`src/bcm_defs.vh`:
```
// constants for the bit and carry manipulation unit
`ifndef BCM_DEFS_VH
`define BCM_DEFS_VH
// operation codes
`define BCM_OP_LOAD 3'h0
`define BCM_OP_ILOAD 3'h1
`define BCM_OP_STORE 3'h2
`define BCM_OP_ISTORE 3'h3
`define BCM_OP_AND 3'h4
// operand modes
`define BCM_MODE_REG 2'h0
`define BCM_MODE_IND 2'h1
`define BCM_MODE_ABS 2'h2
// condition code field positions
`define BCM_CCR_I 7
`define BCM_CCR_H 5
`define BCM_CCR_N 3
`define BCM_CCR_Z 2
`define BCM_CCR_V 1
`define BCM_CCR_C 0
`define BCM_CCR_RST 8'h80
// execution states per form
`define BCM_ST_REG 4'h2
`define BCM_ST_MEM_LD 4'h6
`define BCM_ST_MEM_ST 4'h8
// encoding lengths in bytes
`define BCM_LEN_REG 3'h2
`define BCM_LEN_MEM 3'h4
// steps inside a memory form
`define BCM_STEP_ADDR 4'h1
`define BCM_STEP_DATA 4'h3
// upper bits of a short absolute address
`define BCM_ABS_PAGE 16'hFFFF
`endif

```
`src/bcm_regfile.v`:
```
// general register file: eight 32-bit words, byte writable
`timescale 1ns/1ps
`default_nettype none
module bcm_regfile (
	input wire clk,
	input wire [2:0] rdIdx,
	output reg [31:0] rdData_ff,
	input wire [2:0] wrIdx,
	input wire [3:0] wrByteEn,
	input wire [31:0] wrData
);
	reg [31:0] mem [0:7];
	genvar g;
	generate
		for (g = 0; g < 4; g = g + 1) begin : gLane
			always @(posedge clk) begin
				if (wrByteEn[g]) begin
					mem[wrIdx][g*8 +: 8] <= wrData[g*8 +: 8];
				end
			end
		end
	endgenerate
	always @(posedge clk) begin
		rdData_ff <= mem[rdIdx];
	end
endmodule // bcm_regfile
`default_nettype wire

```
`src/bcm_unit.v`:
```
// bit and carry manipulation datapath with its register file
`timescale 1ns/1ps
`default_nettype none
`include "bcm_defs.vh"
module bcm_unit (
	input wire clk,
	input wire arst_n,
	input wire start,
	input wire [2:0] opSel,
	input wire [1:0] modeSel,
	input wire [2:0] bitPos,
	input wire [3:0] regSel,
	input wire [7:0] absAddr,
	input wire ccrLoad,
	input wire [7:0] ccrIn,
	input wire extWrEn,
	input wire [2:0] extWrIdx,
	input wire [31:0] extWrData,
	input wire [2:0] extRdIdx,
	output wire [31:0] regRdData,
	input wire [7:0] memRdData,
	output reg busy_ff,
	output reg done_ff,
	output reg [7:0] ccr_ff,
	output reg memRd_ff,
	output reg memWr_ff,
	output reg [23:0] memAddr_ff,
	output reg [7:0] memWrData_ff,
	output reg [2:0] instLen_ff
);
	localparam IDLE = 1'b0;
	localparam RUN = 1'b1;
	////////////////////////////////////////////////////////////////////////
	// reset release
	reg rstSync1_ff;
	reg rstSync2_ff;
	wire rstN;
	always @(posedge clk or negedge arst_n) begin
		if (!arst_n) begin
			rstSync1_ff <= 1'b0;
			rstSync2_ff <= 1'b0;
		end else begin
			rstSync1_ff <= 1'b1;
			rstSync2_ff <= rstSync1_ff;
		end
	end
	assign rstN = rstSync2_ff;
	////////////////////////////////////////////////////////////////////////
	// captured instruction
	reg state_ff;
	reg [3:0] step_ff;
	reg [3:0] last_ff;
	reg [2:0] op_ff;
	reg [1:0] mode_ff;
	reg [2:0] pos_ff;
	reg [3:0] sel_ff;
	reg [7:0] abs_ff;
	reg [7:0] opnd_ff;
	wire isStore;
	wire isMem;
	wire [3:0] total;
	assign isStore = (opSel == `BCM_OP_STORE) || (opSel == `BCM_OP_ISTORE);
	assign isMem = (modeSel == `BCM_MODE_IND) || (modeSel == `BCM_MODE_ABS);
	assign total = !isMem ? `BCM_ST_REG :
		(isStore ? `BCM_ST_MEM_ST : `BCM_ST_MEM_LD);
	////////////////////////////////////////////////////////////////////////
	// register file access
	wire [2:0] rfRdIdx;
	wire [31:0] rfRdData;
	reg [2:0] rfWrIdx;
	reg [3:0] rfWrEn;
	reg [31:0] rfWrData;
	wire takeStart;
	assign takeStart = (state_ff == IDLE) && start;
	assign rfRdIdx = takeStart ? regSel[2:0] :
		(busy_ff ? sel_ff[2:0] : extRdIdx);
	assign regRdData = rfRdData;
	bcm_regfile uRegs (
		.clk(clk),
		.rdIdx(rfRdIdx),
		.rdData_ff(rfRdData),
		.wrIdx(rfWrIdx),
		.wrByteEn(rfWrEn),
		.wrData(rfWrData)
	);
	// byte register: codes 0-7 high half, 8-F low half
	wire [7:0] regByte;
	assign regByte = sel_ff[3] ? rfRdData[7:0] : rfRdData[15:8];
	////////////////////////////////////////////////////////////////////////
	// bit arithmetic
	wire lastStep;
	wire [7:0] srcByte;
	wire bitVal;
	wire carry;
	wire putBit;
	reg nxtCarry;
	wire [7:0] newByte;
	wire [7:0] posHot;
	wire opStore;
	wire regStore;
	wire memStore;
	assign lastStep = (state_ff == RUN) && (step_ff == last_ff);
	assign srcByte = (mode_ff == `BCM_MODE_REG) ? regByte : opnd_ff;
	assign bitVal = srcByte[pos_ff];
	assign carry = ccr_ff[`BCM_CCR_C];
	assign putBit = (op_ff == `BCM_OP_ISTORE) ? ~carry : carry;
	// store decode
	assign opStore = (op_ff == `BCM_OP_STORE) || (op_ff == `BCM_OP_ISTORE);
	assign regStore = lastStep && (mode_ff == `BCM_MODE_REG) && opStore;
	assign memStore = (mode_ff != `BCM_MODE_REG) && opStore;
	assign posHot = 8'h01 << pos_ff;
	////////////////////////////////////////////////////////////////////////
	// bit insertion
	genvar gb;
	generate
		for (gb = 0; gb < 8; gb = gb + 1) begin : gBit
			assign newByte[gb] = posHot[gb] ? putBit : srcByte[gb];
		end
	endgenerate
	always @* begin
		case (op_ff)
			`BCM_OP_LOAD: nxtCarry = bitVal;
			`BCM_OP_ILOAD: nxtCarry = ~bitVal;
			`BCM_OP_AND: nxtCarry = carry & bitVal;
			default: nxtCarry = carry;
		endcase
	end
	always @* begin
		rfWrIdx = extWrIdx;
		rfWrEn = extWrEn ? 4'hF : 4'h0;
		rfWrData = extWrData;
		if (regStore) begin
			rfWrIdx = sel_ff[2:0];
			rfWrEn = sel_ff[3] ? 4'h1 : 4'h2;
			rfWrData = {16'h0000, newByte, newByte};
		end
	end
	////////////////////////////////////////////////////////////////////////
	// sequencer
	always @(posedge clk or negedge rstN) begin
		if (!rstN) begin
			state_ff <= IDLE;
			step_ff <= 4'h0;
			last_ff <= 4'h0;
			op_ff <= 3'h0;
			mode_ff <= 2'h0;
			pos_ff <= 3'h0;
			sel_ff <= 4'h0;
			abs_ff <= 8'h00;
			opnd_ff <= 8'h00;
			busy_ff <= 1'b0;
			done_ff <= 1'b0;
			ccr_ff <= `BCM_CCR_RST;
			memRd_ff <= 1'b0;
			memWr_ff <= 1'b0;
			memAddr_ff <= 24'h000000;
			memWrData_ff <= 8'h00;
			instLen_ff <= 3'h0;
		end else begin
			done_ff <= 1'b0;
			memRd_ff <= 1'b0;
			memWr_ff <= 1'b0;
			if (ccrLoad && (state_ff == IDLE)) begin
				ccr_ff <= ccrIn;
			end
			case (state_ff)
				IDLE: begin
					if (start) begin
						state_ff <= RUN;
						busy_ff <= 1'b1;
						step_ff <= 4'h1;
						last_ff <= total - 4'h1;
						op_ff <= opSel;
						mode_ff <= isMem ? modeSel : `BCM_MODE_REG;
						pos_ff <= bitPos;
						sel_ff <= regSel;
						abs_ff <= absAddr;
						instLen_ff <= isMem ? `BCM_LEN_MEM : `BCM_LEN_REG;
					end
				end
				RUN: begin
					step_ff <= step_ff + 4'h1;
					if ((mode_ff != `BCM_MODE_REG) && (step_ff == `BCM_STEP_ADDR)) begin
						memRd_ff <= 1'b1;
						memAddr_ff <= (mode_ff == `BCM_MODE_IND) ? rfRdData[23:0] :
							{`BCM_ABS_PAGE, abs_ff};
					end
					if ((mode_ff != `BCM_MODE_REG) && (step_ff == `BCM_STEP_DATA)) begin
						opnd_ff <= memRdData;
					end
					if (lastStep) begin
						state_ff <= IDLE;
						busy_ff <= 1'b0;
						done_ff <= 1'b1;
						ccr_ff[`BCM_CCR_C] <= nxtCarry;
						if (memStore) begin
							memWr_ff <= 1'b1;
							memWrData_ff <= newByte;
						end
					end
				end
				default: begin
					state_ff <= IDLE;
					busy_ff <= 1'b0;
				end
			endcase
		end
	end
endmodule // bcm_unit
`default_nettype wire

```
`config.mk`:
```
export PLATFORM = sky130hd
export DESIGN_NAME = bcm_unit
export DESIGN_NICKNAME = d
export VERILOG_FILES = /design/src/bcm_regfile.v /design/src/bcm_unit.v
export VERILOG_INCLUDE_DIRS = /design/src
export SDC_FILE = /design/constraint.sdc
export NUM_CORES = 1
export LEC_CHECK = 0
export BUFFER_PORTS_ARGS = -buffer_cell sky130_fd_sc_hd__buf_4
export CAP_MARGIN = 20
export CORE_MARGIN = 5
export CORE_UTILIZATION = 40
export CTS_CLUSTER_SIZE = 14
export DETAILED_ROUTE_END_ITERATION = 16
export GPL_TIMING_DRIVEN = 0
export PLACE_DENSITY = 0.57
export REMOVE_ABC_BUFFERS = 1
export SLEW_MARGIN = 10
export SYNTH_ARGS = -nofsm -noshare
export SYNTH_HDL_FRONTEND = slang
export SYNTH_SLANG_ARGS = --single-unit
```
`constraint.sdc`:
```
create_clock -name clk -period 3.3 [get_ports clk]
set_clock_uncertainty 0.2 [all_clocks]
set_input_delay 0.66 -clock clk [delete_from_list [all_inputs] [get_ports clk]]
set_output_delay 0.66 -clock clk [all_outputs]
set_load 0.02 [all_outputs]
```
; ---- Word-level counts from Yosys, hierarchy flattened
; Memory sizes are Yosys's and may differ from the RTL's. A register that Yosys moved wholly into a read port is not among the register bits.
; Index checks and enable logic that the tools add are counted.
[totals]
regBits = 86
ramBits = 256
input_bits = 79
output_inout_bits = 79
wordCells = 115
memories = 1
[op_classes]
add_sub_neg = 2
order_cmp = 1
eq_ne = 15
shift = 1
mux = 52
bitwise_logic = 4
n_reduce_logical = 19
[memory_table]
columns = memory, depth, width, read_ports, rd_clocked_by_memory_dff, write_ports, line_no
row1 = uRegs.mem, 8, 32, 1, 1, 1, bcm_regfile.v:12  ; reg [31:0] mem [0:7];
[op_table]
columns = operator, count
row1 = two-way mux 1 bit, 32
row2 = two-way mux 32 bit, 1
row3 = two-way mux 24 bit, 1
row4 = two-way mux 4 bit, 5
row5 = two-way mux 8 bit, 2
row6 = "equality test 3 x 2 -> 1 bit, second input constant", 4
row7 = two-way mux 3 bit, 4
row8 = logical AND 1 bit, 8
row9 = case mux 4 bit (2 select lines), 1
row10 = AND reduction 2 bit, 4
row11 = "left shift 1 x 3 -> 8 bit, first input constant", 1
row12 = "!= test 5 x 2 -> 1 bit, second input constant", 1
row13 = "adder 4 x 1 -> 4 bit, second input constant", 1
row14 = "equality test 2 x 1 -> 1 bit, second input constant", 2
row15 = "equality test 4 x 1 -> 1 bit, second input constant", 1
row16 = "equality test 4 x 2 -> 1 bit, second input constant", 1
row17 = equality test 4 bit, 1
row18 = "less-than comparator 3 x 4 -> 1 bit, second input constant", 1
row19 = two-way mux 2 bit, 2
row20 = case mux 1 bit (2 select lines), 2
row21 = "subtractor 4 x 1 -> 4 bit, second input constant", 1
row22 = binary-select mux 1 bit (select 3 bit), 1
row23 = "equality test 3 x 1 -> 1 bit, second input constant", 1
row24 = "equality test 3 bit, second input constant", 1
row25 = 11 further kinds, 15

; ---- Logic depth before layout (Yosys ltp)
; Gate-level depths: netlist of the first run.
[depth]
ltp_word = 8
ltp_mapped = 8
depth_no_buf = 6

; ---- Cells and area by module
; Synthesis of the first run repeated with hierarchy kept, for this count alone.
[unflattened]
cells_unflattened = 883
area_unflattened_um2 = 14840.5
[modules_own_cells]
columns = mod, n_inst, cells_per_inst, area_each_um2, seq_area_each_um2
row1 = bcm_regfile, 1, 449, 10601.4, 8328.0
row2 = bcm_unit, 1, 434, 4239.1, 2078.2

; ---- Worst setup path after synthesis of the first run
; Ideal clock, no wire load.
[synth_path]
path_kind = register -> register
start = register step_ff[2]
end = memory uRegs.mem[0][16] (enable)
setup_ns = 0.409
arrival_ns = 2.797
required_ns = 2.691
path_slack_ns = -0.106
path_stages_with_launch = 6
n_path_buf = 0
period_less_slack_ns = 3.406
cell_sequence = dfrtp_1 xor2_1 nor4_4 nand3_4 mux2_4 nor3_1
[synth_between]
elab_chain_len = 7
word_cells_on_any_way = 8
classes_between = eq/ne: 1 / mux: 4 / reduce/logical: 3
[synth_lines]
columns = element, line_no
row1 = from (decl), bcm_unit.v:51  ; reg [3:0] step_ff;
row2 = from (signal assigned), bcm_unit.v:182  ; step_ff <= step_ff + 4'h1;
row3 = equality test 4 bit *, bcm_unit.v:102  ; assign lastStep = (state_ff == RUN) && (step_ff == last_ff);
row4 = logical AND 1 bit *, bcm_unit.v:102
row5 = logical AND 1 bit * (2 in a row), bcm_unit.v:109  ; assign regStore = lastStep && (mode_ff == `BCM_MODE_REG) && opStore;
row6 = two-way mux 4 bit, bcm_unit.v:132  ; if (regStore) begin
row7 = two-way mux 1 bit, bcm_regfile.v:17  ; if (wrByteEn[g]) begin
row8 = two-way mux 1 bit (not written as such), bcm_regfile.v:18  ; mem[wrIdx][g*8 +: 8] <= wrData[g*8 +: 8];
row9 = to (decl), bcm_regfile.v:12
; Every way passes the cells marked *; elsewhere a longest branch is shown, timed or not.

; ---- Final worst setup path of the first run
[layout_path]
start = register state_ff
end = memory uRegs.mem[4][2] (enable)
[layout_between]
elab_chain_len = 6
word_cells_on_any_way = 7
classes_between = mux: 4 / reduce/logical: 3
[layout_lines]
columns = element, line_no
row1 = from (decl), bcm_unit.v:50  ; reg state_ff;
row2 = from (signal assigned), bcm_unit.v:142  ; state_ff <= IDLE;
row3 = from (signal assigned), bcm_unit.v:169  ; state_ff <= RUN;
row4 = from (signal assigned), bcm_unit.v:192  ; state_ff <= IDLE;
row5 = logical AND 1 bit *, bcm_unit.v:102
row6 = logical AND 1 bit * (2 in a row), bcm_unit.v:109
row7 = two-way mux 4 bit, bcm_unit.v:132
row8 = two-way mux 1 bit, bcm_regfile.v:17
row9 = two-way mux 1 bit (not written as such), bcm_regfile.v:18
; Marked as above.

==> run_results.csv, run 1 <==
group,metric,value,unit
power,p_sw_share,32.55,%
global_route,antenna_found_initial,0,
finish,area_delta_synth_final,24.99,%
logic_synthesis,synth-seq-cells,371,
logic_synthesis,synth-compound-area-share,2.740,%
routing,drtAntennaViolNets,0,
global_route,use_met3,3.417,%
global_route,grt_busiest_layer,"met2",
routing,vias,7994,
logic_synthesis,yosys_warnings,0,
finish,multi_input_area,0.004235,sq mm
sta,final-hold-violation-count,0,
global_route,grt_max_degree,57,
logic_synthesis,synth_edf_count,256,
power,cellPowerDensity,919.4,mW/mm^2
finish,layout.nets,1133,
sta,slew_headroom,43.64,%
power,pwr-share-comb,35.4,%
run,drv_cap,0,
global_route,met1_usage,24.12,%
sta,rsz0062_at_grt,"true",
finish,fin_cells,1549,
sta,tightest_slew,0.8435,ns
place,port_buffers,156,
finish,regArea,0.01041,sq mm
logic_synthesis,synth_top_family_by_area,"multiplexers",
worst_setup_path,worstSetupPathType,"reg -> reg",
power,clockPowerShare,25.4,%
finish,layout-drive-gt1-share,42.55,%
logic_synthesis,synth_cells,846,
die,start_util,40.23,%
power,vdd_ir_drop_max,0.3811,mV
routing,post-route-drc-count,0,
global_route,grtUsageMet2,27.45,%
global_route,grt_overflow,0,
sta,whs,0.05138,ns
logic_synthesis,synthSimpleGateAreaFrac,5.830,%
power,p_switching,0.005483,W
sta,final-setup-viol-count,0,
logic_synthesis,synth_fa_ha_area_share,0.3414,%
die,dieWidth,201.4,um
finish,n_fill_cell,3067,
die,core_area,0.03643,sq mm
worst_setup_path,critPathCaptureType,"register",
cts,clockBufferDepth,3,
cts,clk_pin_slew,0.06,ns
power,p_leak,6.784,nW
routing,wl_per_cell,22.45,um
sta,min_period_over_period,96.32,%
worst_setup_path,r2r_slack,0.12,ns
sta,slew_violations,0,
min_path,worst_hold_path_type,"reg -> async",
die,die_area,0.04057,sq mm
logic_synthesis,synth_xor_xnor_area_share,0.3585,%
cts,clock_latency,0.52,ns
routing,firstDrtPassIters,5,
logic_synthesis,ys_seq_area_share,70.99,%
sta,fin_crit,3.179,ns
cts,cts_tree,"yes",
global_route,first_global_vias,8341,
logic_synthesis,synth.area.mux_share,17.79,%
sta,maxClockFrequency,0.3146,GHz
finish,final_util,50.29,%
routing,postRouteWirelength,34780,um
logic_synthesis,async_flop_share,22.37,%
logic_synthesis,syn_area,0.01466,sq mm
global_route,grt_pass1_wl,52500,um
worst_setup_path,critPathMaxFanout,12,
routing,drtIter0Drc,548,
place,place_hpwl,23380,um
place,dp_cells,1460,
global_route,grt_util_all_layers,16.94,%
worst_setup_path,worstPathArrival,3.26,ns
logic_synthesis,synth_cell_types,52,
logic_synthesis,synthFlopType,"edfxtp_1",
worst_setup_path,required,3.38,ns
cts,cts.sinks,371,
worst_setup_path,startpoint_type,"register",
die,die_y,201.4,um
place,routabilityCongestion,0.7503,
logic_synthesis,synth_area_per_cell,17.33,sq um
finish,antenna_cells,0,
die,top_level_ports,158,
die,rows,70,
run_status,run_status,"completed",
power,power.internal,0.01136,W
power,seqPwrFrac,39.2,%
cts,cts_made_buffers,39,
routing,vias_per_cell,5.161,
cts,cts_max_level,2,
cts,cts_root_buf,"clkbuf_16",
## cells in the mapped netlist, drive strengths merged (3+ instances only)
| cell type | number | share of area, % |
|---|---|---|
| nor2b | 4 | 0.17 |
| nor3 | 22 | 0.75 |
| mux2i | 26 | 1.9 |
| mux4 | 64 | 9.8 |
| nand3b | 3 | 0.15 |
| buf | 30 | 1.4 |
| and2 | 18 | 0.77 |
| a21oi | 30 | 1.0 |
| nand2 | 16 | 0.43 |
| nor3b | 3 | 0.15 |
| edfxtp | 256 | 52 |
| ha | 4 | 0.34 |
| clkbuf | 13 | 0.33 |
| nor2 | 97 | 2.5 |
| nand2b | 7 | 0.30 |
| mux2 | 79 | 6.1 |
| xor2 | 4 | 0.24 |
| a31oi | 3 | 0.26 |
| dfrtp | 82 | 14 |
| o21ai | 12 | 0.41 |
| inv | 8 | 0.20 |
| dfxtp | 32 | 4.4 |
| nand3 | 5 | 0.26 |
## critical path, stage by stage (launching register included)
cell and delay, ns:
dfrtp_2 0.51, nand2b_1 0.17, nor4_4 0.42, nand3_4 0.26, nand2_2 0.46, a21boi_4 0.52, nor3_2 0.17, buf_4 0.22
## state kept, by name, summed over array words and instances, names as in the netlist, 3 cells and up
signal,count
memWrData_ff,8
opnd_ff,8
memAddr_ff,24
uRegs.mem,256
step_ff,4
uRegs.rdData_ff,32
pos_ff,3
ccr_ff,8
abs_ff,8
op_ff,3
sel_ff,4
## power groups by stage
stage	clock network [W]	registers [W]	logic, W
final	0.00428	0.00660	0.00597
after global routing	0.00457	0.00671	0.00641
after CTS	0.00439	0.00661	0.00602
after detailed placement	0	0.00669	0.00587
after global placement	0	0.00667	0.00524
after floorplan	0	0.00704	0.00296
## per-layer routing
layer,routed length [um],share of wire [%],vias up
li1,-,-,3660
met1,15760,45,4090
met2,16560,48,207
met3,2003,5.8,37
met4,465,1.3,0
met5,0,0,-
## what timing repair did
item | CTS | global route
pin swaps | 3 | 3
setup endpoints to repair | 330 | 138
cloned | 1 | 0
resized for setup | 17 | 7
hold buffers | 1 | 0
hold endpoints to repair | 2 | 0
setup buffers | 11 | 4
## worst paths after layout
path / startpoint / endpoint / cells past startpoint
min reg2reg: rstN$_DFF_PN0_ / opnd_ff[0]$_DFFE_PN0P_ / 0
min in group clk: opSel[2] / last_ff[1]$_DFFE_PN0P_ / 2
max in group asynchronous: rstN$_DFF_PN0_ / state_ff$_DFF_PN0_ / 1
max: state_ff$_DFF_PN0_ / uRegs.mem[4][2]$_DFFE_PP_ / 7
max reg2reg: state_ff$_DFF_PN0_ / uRegs.mem[4][2]$_DFFE_PP_ / 7
min: rstN$_DFF_PN0_ / opnd_ff[0]$_DFFE_PN0P_ / 0
## placed cells by master (no fill, tap or decap), types with 6 or more instances in the layout
| cell | instances |
|---|---|
| and2_1 | 17 |
| buf_4 | 184 |
| nand2b_1 | 6 |
| dfxtp_1 | 32 |
| nor3_2 | 9 |
| edfxtp_1 | 256 |
| clkbuf_16 | 40 |
| inv_1 | 7 |
| a21oi_1 | 27 |
| dfrtp_1 | 80 |
| mux2_2 | 78 |
| o21ai_0 | 12 |
| nor2_1 | 90 |
| buf_16 | 8 |
| clkbuf_1 | 9 |
| mux4_2 | 64 |
| mux2i_1 | 25 |
| nor3_4 | 9 |
| nand2_1 | 15 |
## area by class of cell
| cell class | count | area share (%) |
|---|---|---|
| clock buffer | 54 | 6.023 |
| clock inverter | 18 | 0.8878 |
| inverter | 8 | 0.1639 |
| multi-input combinational | 425 | 23.12 |
| sequential | 371 | 56.83 |
| tap | 468 | 3.196 |
| timing repair buffer | 205 | 9.786 |
## logic make-up after synthesis
kind of cell               count (synthesis)
AOI/OAI and AO/OA                         62
xor gates and xnor gates                   6
adders and majority gates                  4
buffers and inverters                     51
DFF                                      371
muxes                                    169
other                                      2
and+or+nand+nor                          181
## stage by stage
stage               TNS [ns]  instance area (sq um)  power [W]  setup WS [ns]
floorplan            -215.79                  14410   0.009999         -5.656
global placement     -766.45                  16170    0.01191         -9.527
detailed placement   -160.11                  16790    0.01256         -1.035
CTS                        0                  18250    0.01702        0.04089
global route          -2.323                  18320    0.01768       -0.08702
finish                     0                  18320    0.01684         0.1214
Power figures use the tool's default switching activity.
==> run 2: changes to the inputs <==
--- a/config.mk
+++ b/config.mk
@@ -14,6 +14,7 @@
 export DETAILED_ROUTE_END_ITERATION = 16
 export GPL_TIMING_DRIVEN = 0
 export PLACE_DENSITY = 0.57
+export RECOVER_POWER = 25
 export REMOVE_ABC_BUFFERS = 1
 export SLEW_MARGIN = 10
 export SYNTH_ARGS = -nofsm -noshare
==> run 2 against run 1 <==
Effect of this change:
- the flow now finishes with violations (capacitance limit, slew limit)
- sequential cell count is the same
- via count is 0.18% lower
- total power is essentially flat
- hold slack improved by 0.076 ns
- count of clock-buffer cells in the layout is the same
- clock power barely moved
- cell count unchanged
==> run_results.csv, run 2 (synthesis results as in run 1) <==
group,metric,value,unit
finish,max_flop_register,"uRegs.mem",
worst_setup_path,critPathMaxFanout,12,
cts,cts_max_level,2,
worst_setup_path,ff2ff_path_depth,7,
cts,clock_latency,0.52,ns
finish,reg_top3,"uRegs.mem: 256 flops, uRegs.rdData_ff: 32 flops, memAddr_ff: 24 flops",
place,port_buffers,156,
global_route,first_global_vias,8341,
min_path,worst_hold_path_type,"in -> reg",
die,start_util,40.23,%
sta,slew_headroom,-5.191,%
sta,whs,0.1271,ns
run_status,run_status,"finished, violations left",
worst_setup_path,required,3.38,ns
finish,fin_area,0.01829,sq mm
die,top_level_ports,158,
worst_setup_path,startpoint_type,"register",
die,core_area,0.03643,sq mm
worst_setup_path,r2r-end,"uRegs.mem[4][4]$_DFFE_PP_",
die,dieWidth,201.4,um
routing,post-route-drc-count,0,
finish,layout_commonest_cell,"edfxtp_1",
sta,worst_slack,0.1150,ns
cts,cts_made_buffers,39,
worst_setup_path,critPathCaptureType,"register",
sta,rsz0062_at_grt,"true",
finish,largest_reg_flops,256,
place,place_hpwl,23380,um
min_path,hold_end,"last_ff[1]$_DFFE_PN0P_",
worst_setup_path,worstPathArrival,3.26,ns
cts,cts_tree,"yes",
sta,final-hold-violation-count,0,
run,drv_cap,1,
sta,fin_crit,3.185,ns
sta,tns,0,ns
global_route,grt_overflow,0,
power,p_switching,0.005483,W
finish,layout-drive-gt1-share,42.28,%
global_route,antenna_found_initial,0,
finish,antenna_cells,0,
min_path,worst_hold_startpoint,"opSel[2]",
place,place_ws,-1.035,ns
cts,clockBufferDepth,3,
finish,layout.nets,1133,
power,vdd_ir_drop_max,0.3811,mV
routing,vias,7980,
die,die_y,201.4,um
global_route,grt_pass1_wl,52500,um
routing,drtIter0Drc,543,
power,power.internal,0.01136,W
power,seqPwrFrac,39.2,%
global_route,grt_util_all_layers,16.94,%
sta,min_period_over_period,96.52,%
power,pwr-share-comb,35.4,%
power,p_sw_share,32.56,%
routing,drtAntennaViolNets,0,
cts,clk_pin_slew,0.06,ns
finish,final_util,50.19,%
min_path,min_path_cells,2,
run_status,failed_checks,"capacitance limit, slew limit",
die,rows,70,
cts,cts.sinks,371,
routing,firstDrtPassIters,4,
power,p_leak,6.769,nW
power,clockPowerShare,25.4,%
place,routabilityCongestion,0.7503,
sta,slew_violations,57,
cts,cts_root_buf,"clkbuf_16",
place,place_area,0.01679,sq mm
sta,final-setup-viol-count,0,
routing,wl_per_cell,22.45,um
global_route,grt_max_degree,57,
finish,layout_common_cells,"256 x edfxtp_1, 182 x buf_4, 90 x nor2_1, 81 x dfrtp_1, 78 x mux2_2",
power,cellPowerDensity,920.8,mW/mm^2
finish,area_delta_synth_final,24.76,%
worst_setup_path,r2r_slack,0.11,ns
routing,vias_per_cell,5.152,
sta,maxClockFrequency,0.3140,GHz
worst_setup_path,worstSetupPathType,"reg -> reg",
sta,tightest_slew,1.578,ns
die,die_area,0.04057,sq mm
worst_setup_path,r2r-start,"state_ff$_DFF_PN0_",
routing,postRouteWirelength,34770,um
run 2: changes by cell type in the layout (fill, tap and decap cells not counted):
| cell | change |
|---|---|
| dfrtp_1 | +1 |
| clkbuf_1 | +2 |
| buf_16 | -1 |
| buf_4 | -2 |
| dfrtp_4 | -1 |
| clkbuf_2 | +1 |
run 2: how the worst max path moves through the flow:
stage                                 startpoint                     endpoint  slack (ns)  cells after the start
after floorplan                            start   uRegs.rdData_ff[0]$_DFF_P_       -5.66                      5
after global placement                     start  uRegs.rdData_ff[11]$_DFF_P_       -9.53                      6
after detailed placement  mode_ff[0]$_DFFE_PN0P_   uRegs.mem[6][10]$_DFFE_PP_       -1.03                      5
after CTS                     state_ff$_DFF_PN0_    uRegs.mem[4][4]$_DFFE_PP_        0.04                      7
after global routing          state_ff$_DFF_PN0_    uRegs.mem[4][4]$_DFFE_PP_       -0.09                      7
final                         state_ff$_DFF_PN0_    uRegs.mem[4][4]$_DFFE_PP_        0.11                      7
run 2: through the flow:
| stage | total power (W) | std cells |
|---|---|---|
| floorplan | 0.009999 | 803 |
| finish | 0.01684 | 1549 |
| global placement | 0.01191 | 1427 |
| CTS | 0.01702 | 1545 |
| detailed placement | 0.01256 | 1460 |
| global route | 0.01767 | 1549 |
run 2: power by group through the flow:
stage | clock [W] | sequential [W] | combinational [W]
4_1_cts | 0.00439 | 0.00661 | 0.00602
3_3_place_gp | 0 | 0.00667 | 0.00524
3_5_place_dp | 0 | 0.00669 | 0.00587
2_1_floorplan | 0 | 0.00704 | 0.00296
5_1_grt | 0.00457 | 0.00671 | 0.00640
6_report | 0.00428 | 0.00659 | 0.00596
run 2: repair_timing:
item,in CTS,in global routing
setup buffers,11,4
endpoints found under the setup margin,330,138
gates resized for setup,17,7
cloned,1,0
endpoints found under the hold margin,2,0
hold buffers,1,0
pin swaps,3,3
run 2: metal layers:
metal	GRT usage, %	up-vias	wire [um]
met2	27.45	208	16550
met5	0	-	0
met1	24.12	4081	15780
li1	-	3654	-
met4	3.467	0	465
met3	3.417	37	1976
run 2: worst max-delay path, cell delays in order, from the launching register on:
cell and delay (ns):
dfrtp_2 0.50, nand2b_1 0.17, nor4_4 0.42, nand3_4 0.26, nand2_2 0.46, a21boi_4 0.52, nor3_2 0.17, buf_4 0.22
run 2: layout make-up:
| class | count | area [sq um] |
|---|---|---|
| clock buffers | 54 | 1104 |
| fillers | 3069 | 18150 |
| repair buffers | 205 | 1763 |
| well taps | 468 | 585.6 |
| clock inverters | 18 | 162.7 |
| multi-input cells | 425 | 4235 |
| inverters | 8 | 30.03 |
| flip-flops and latches | 371 | 10410 |
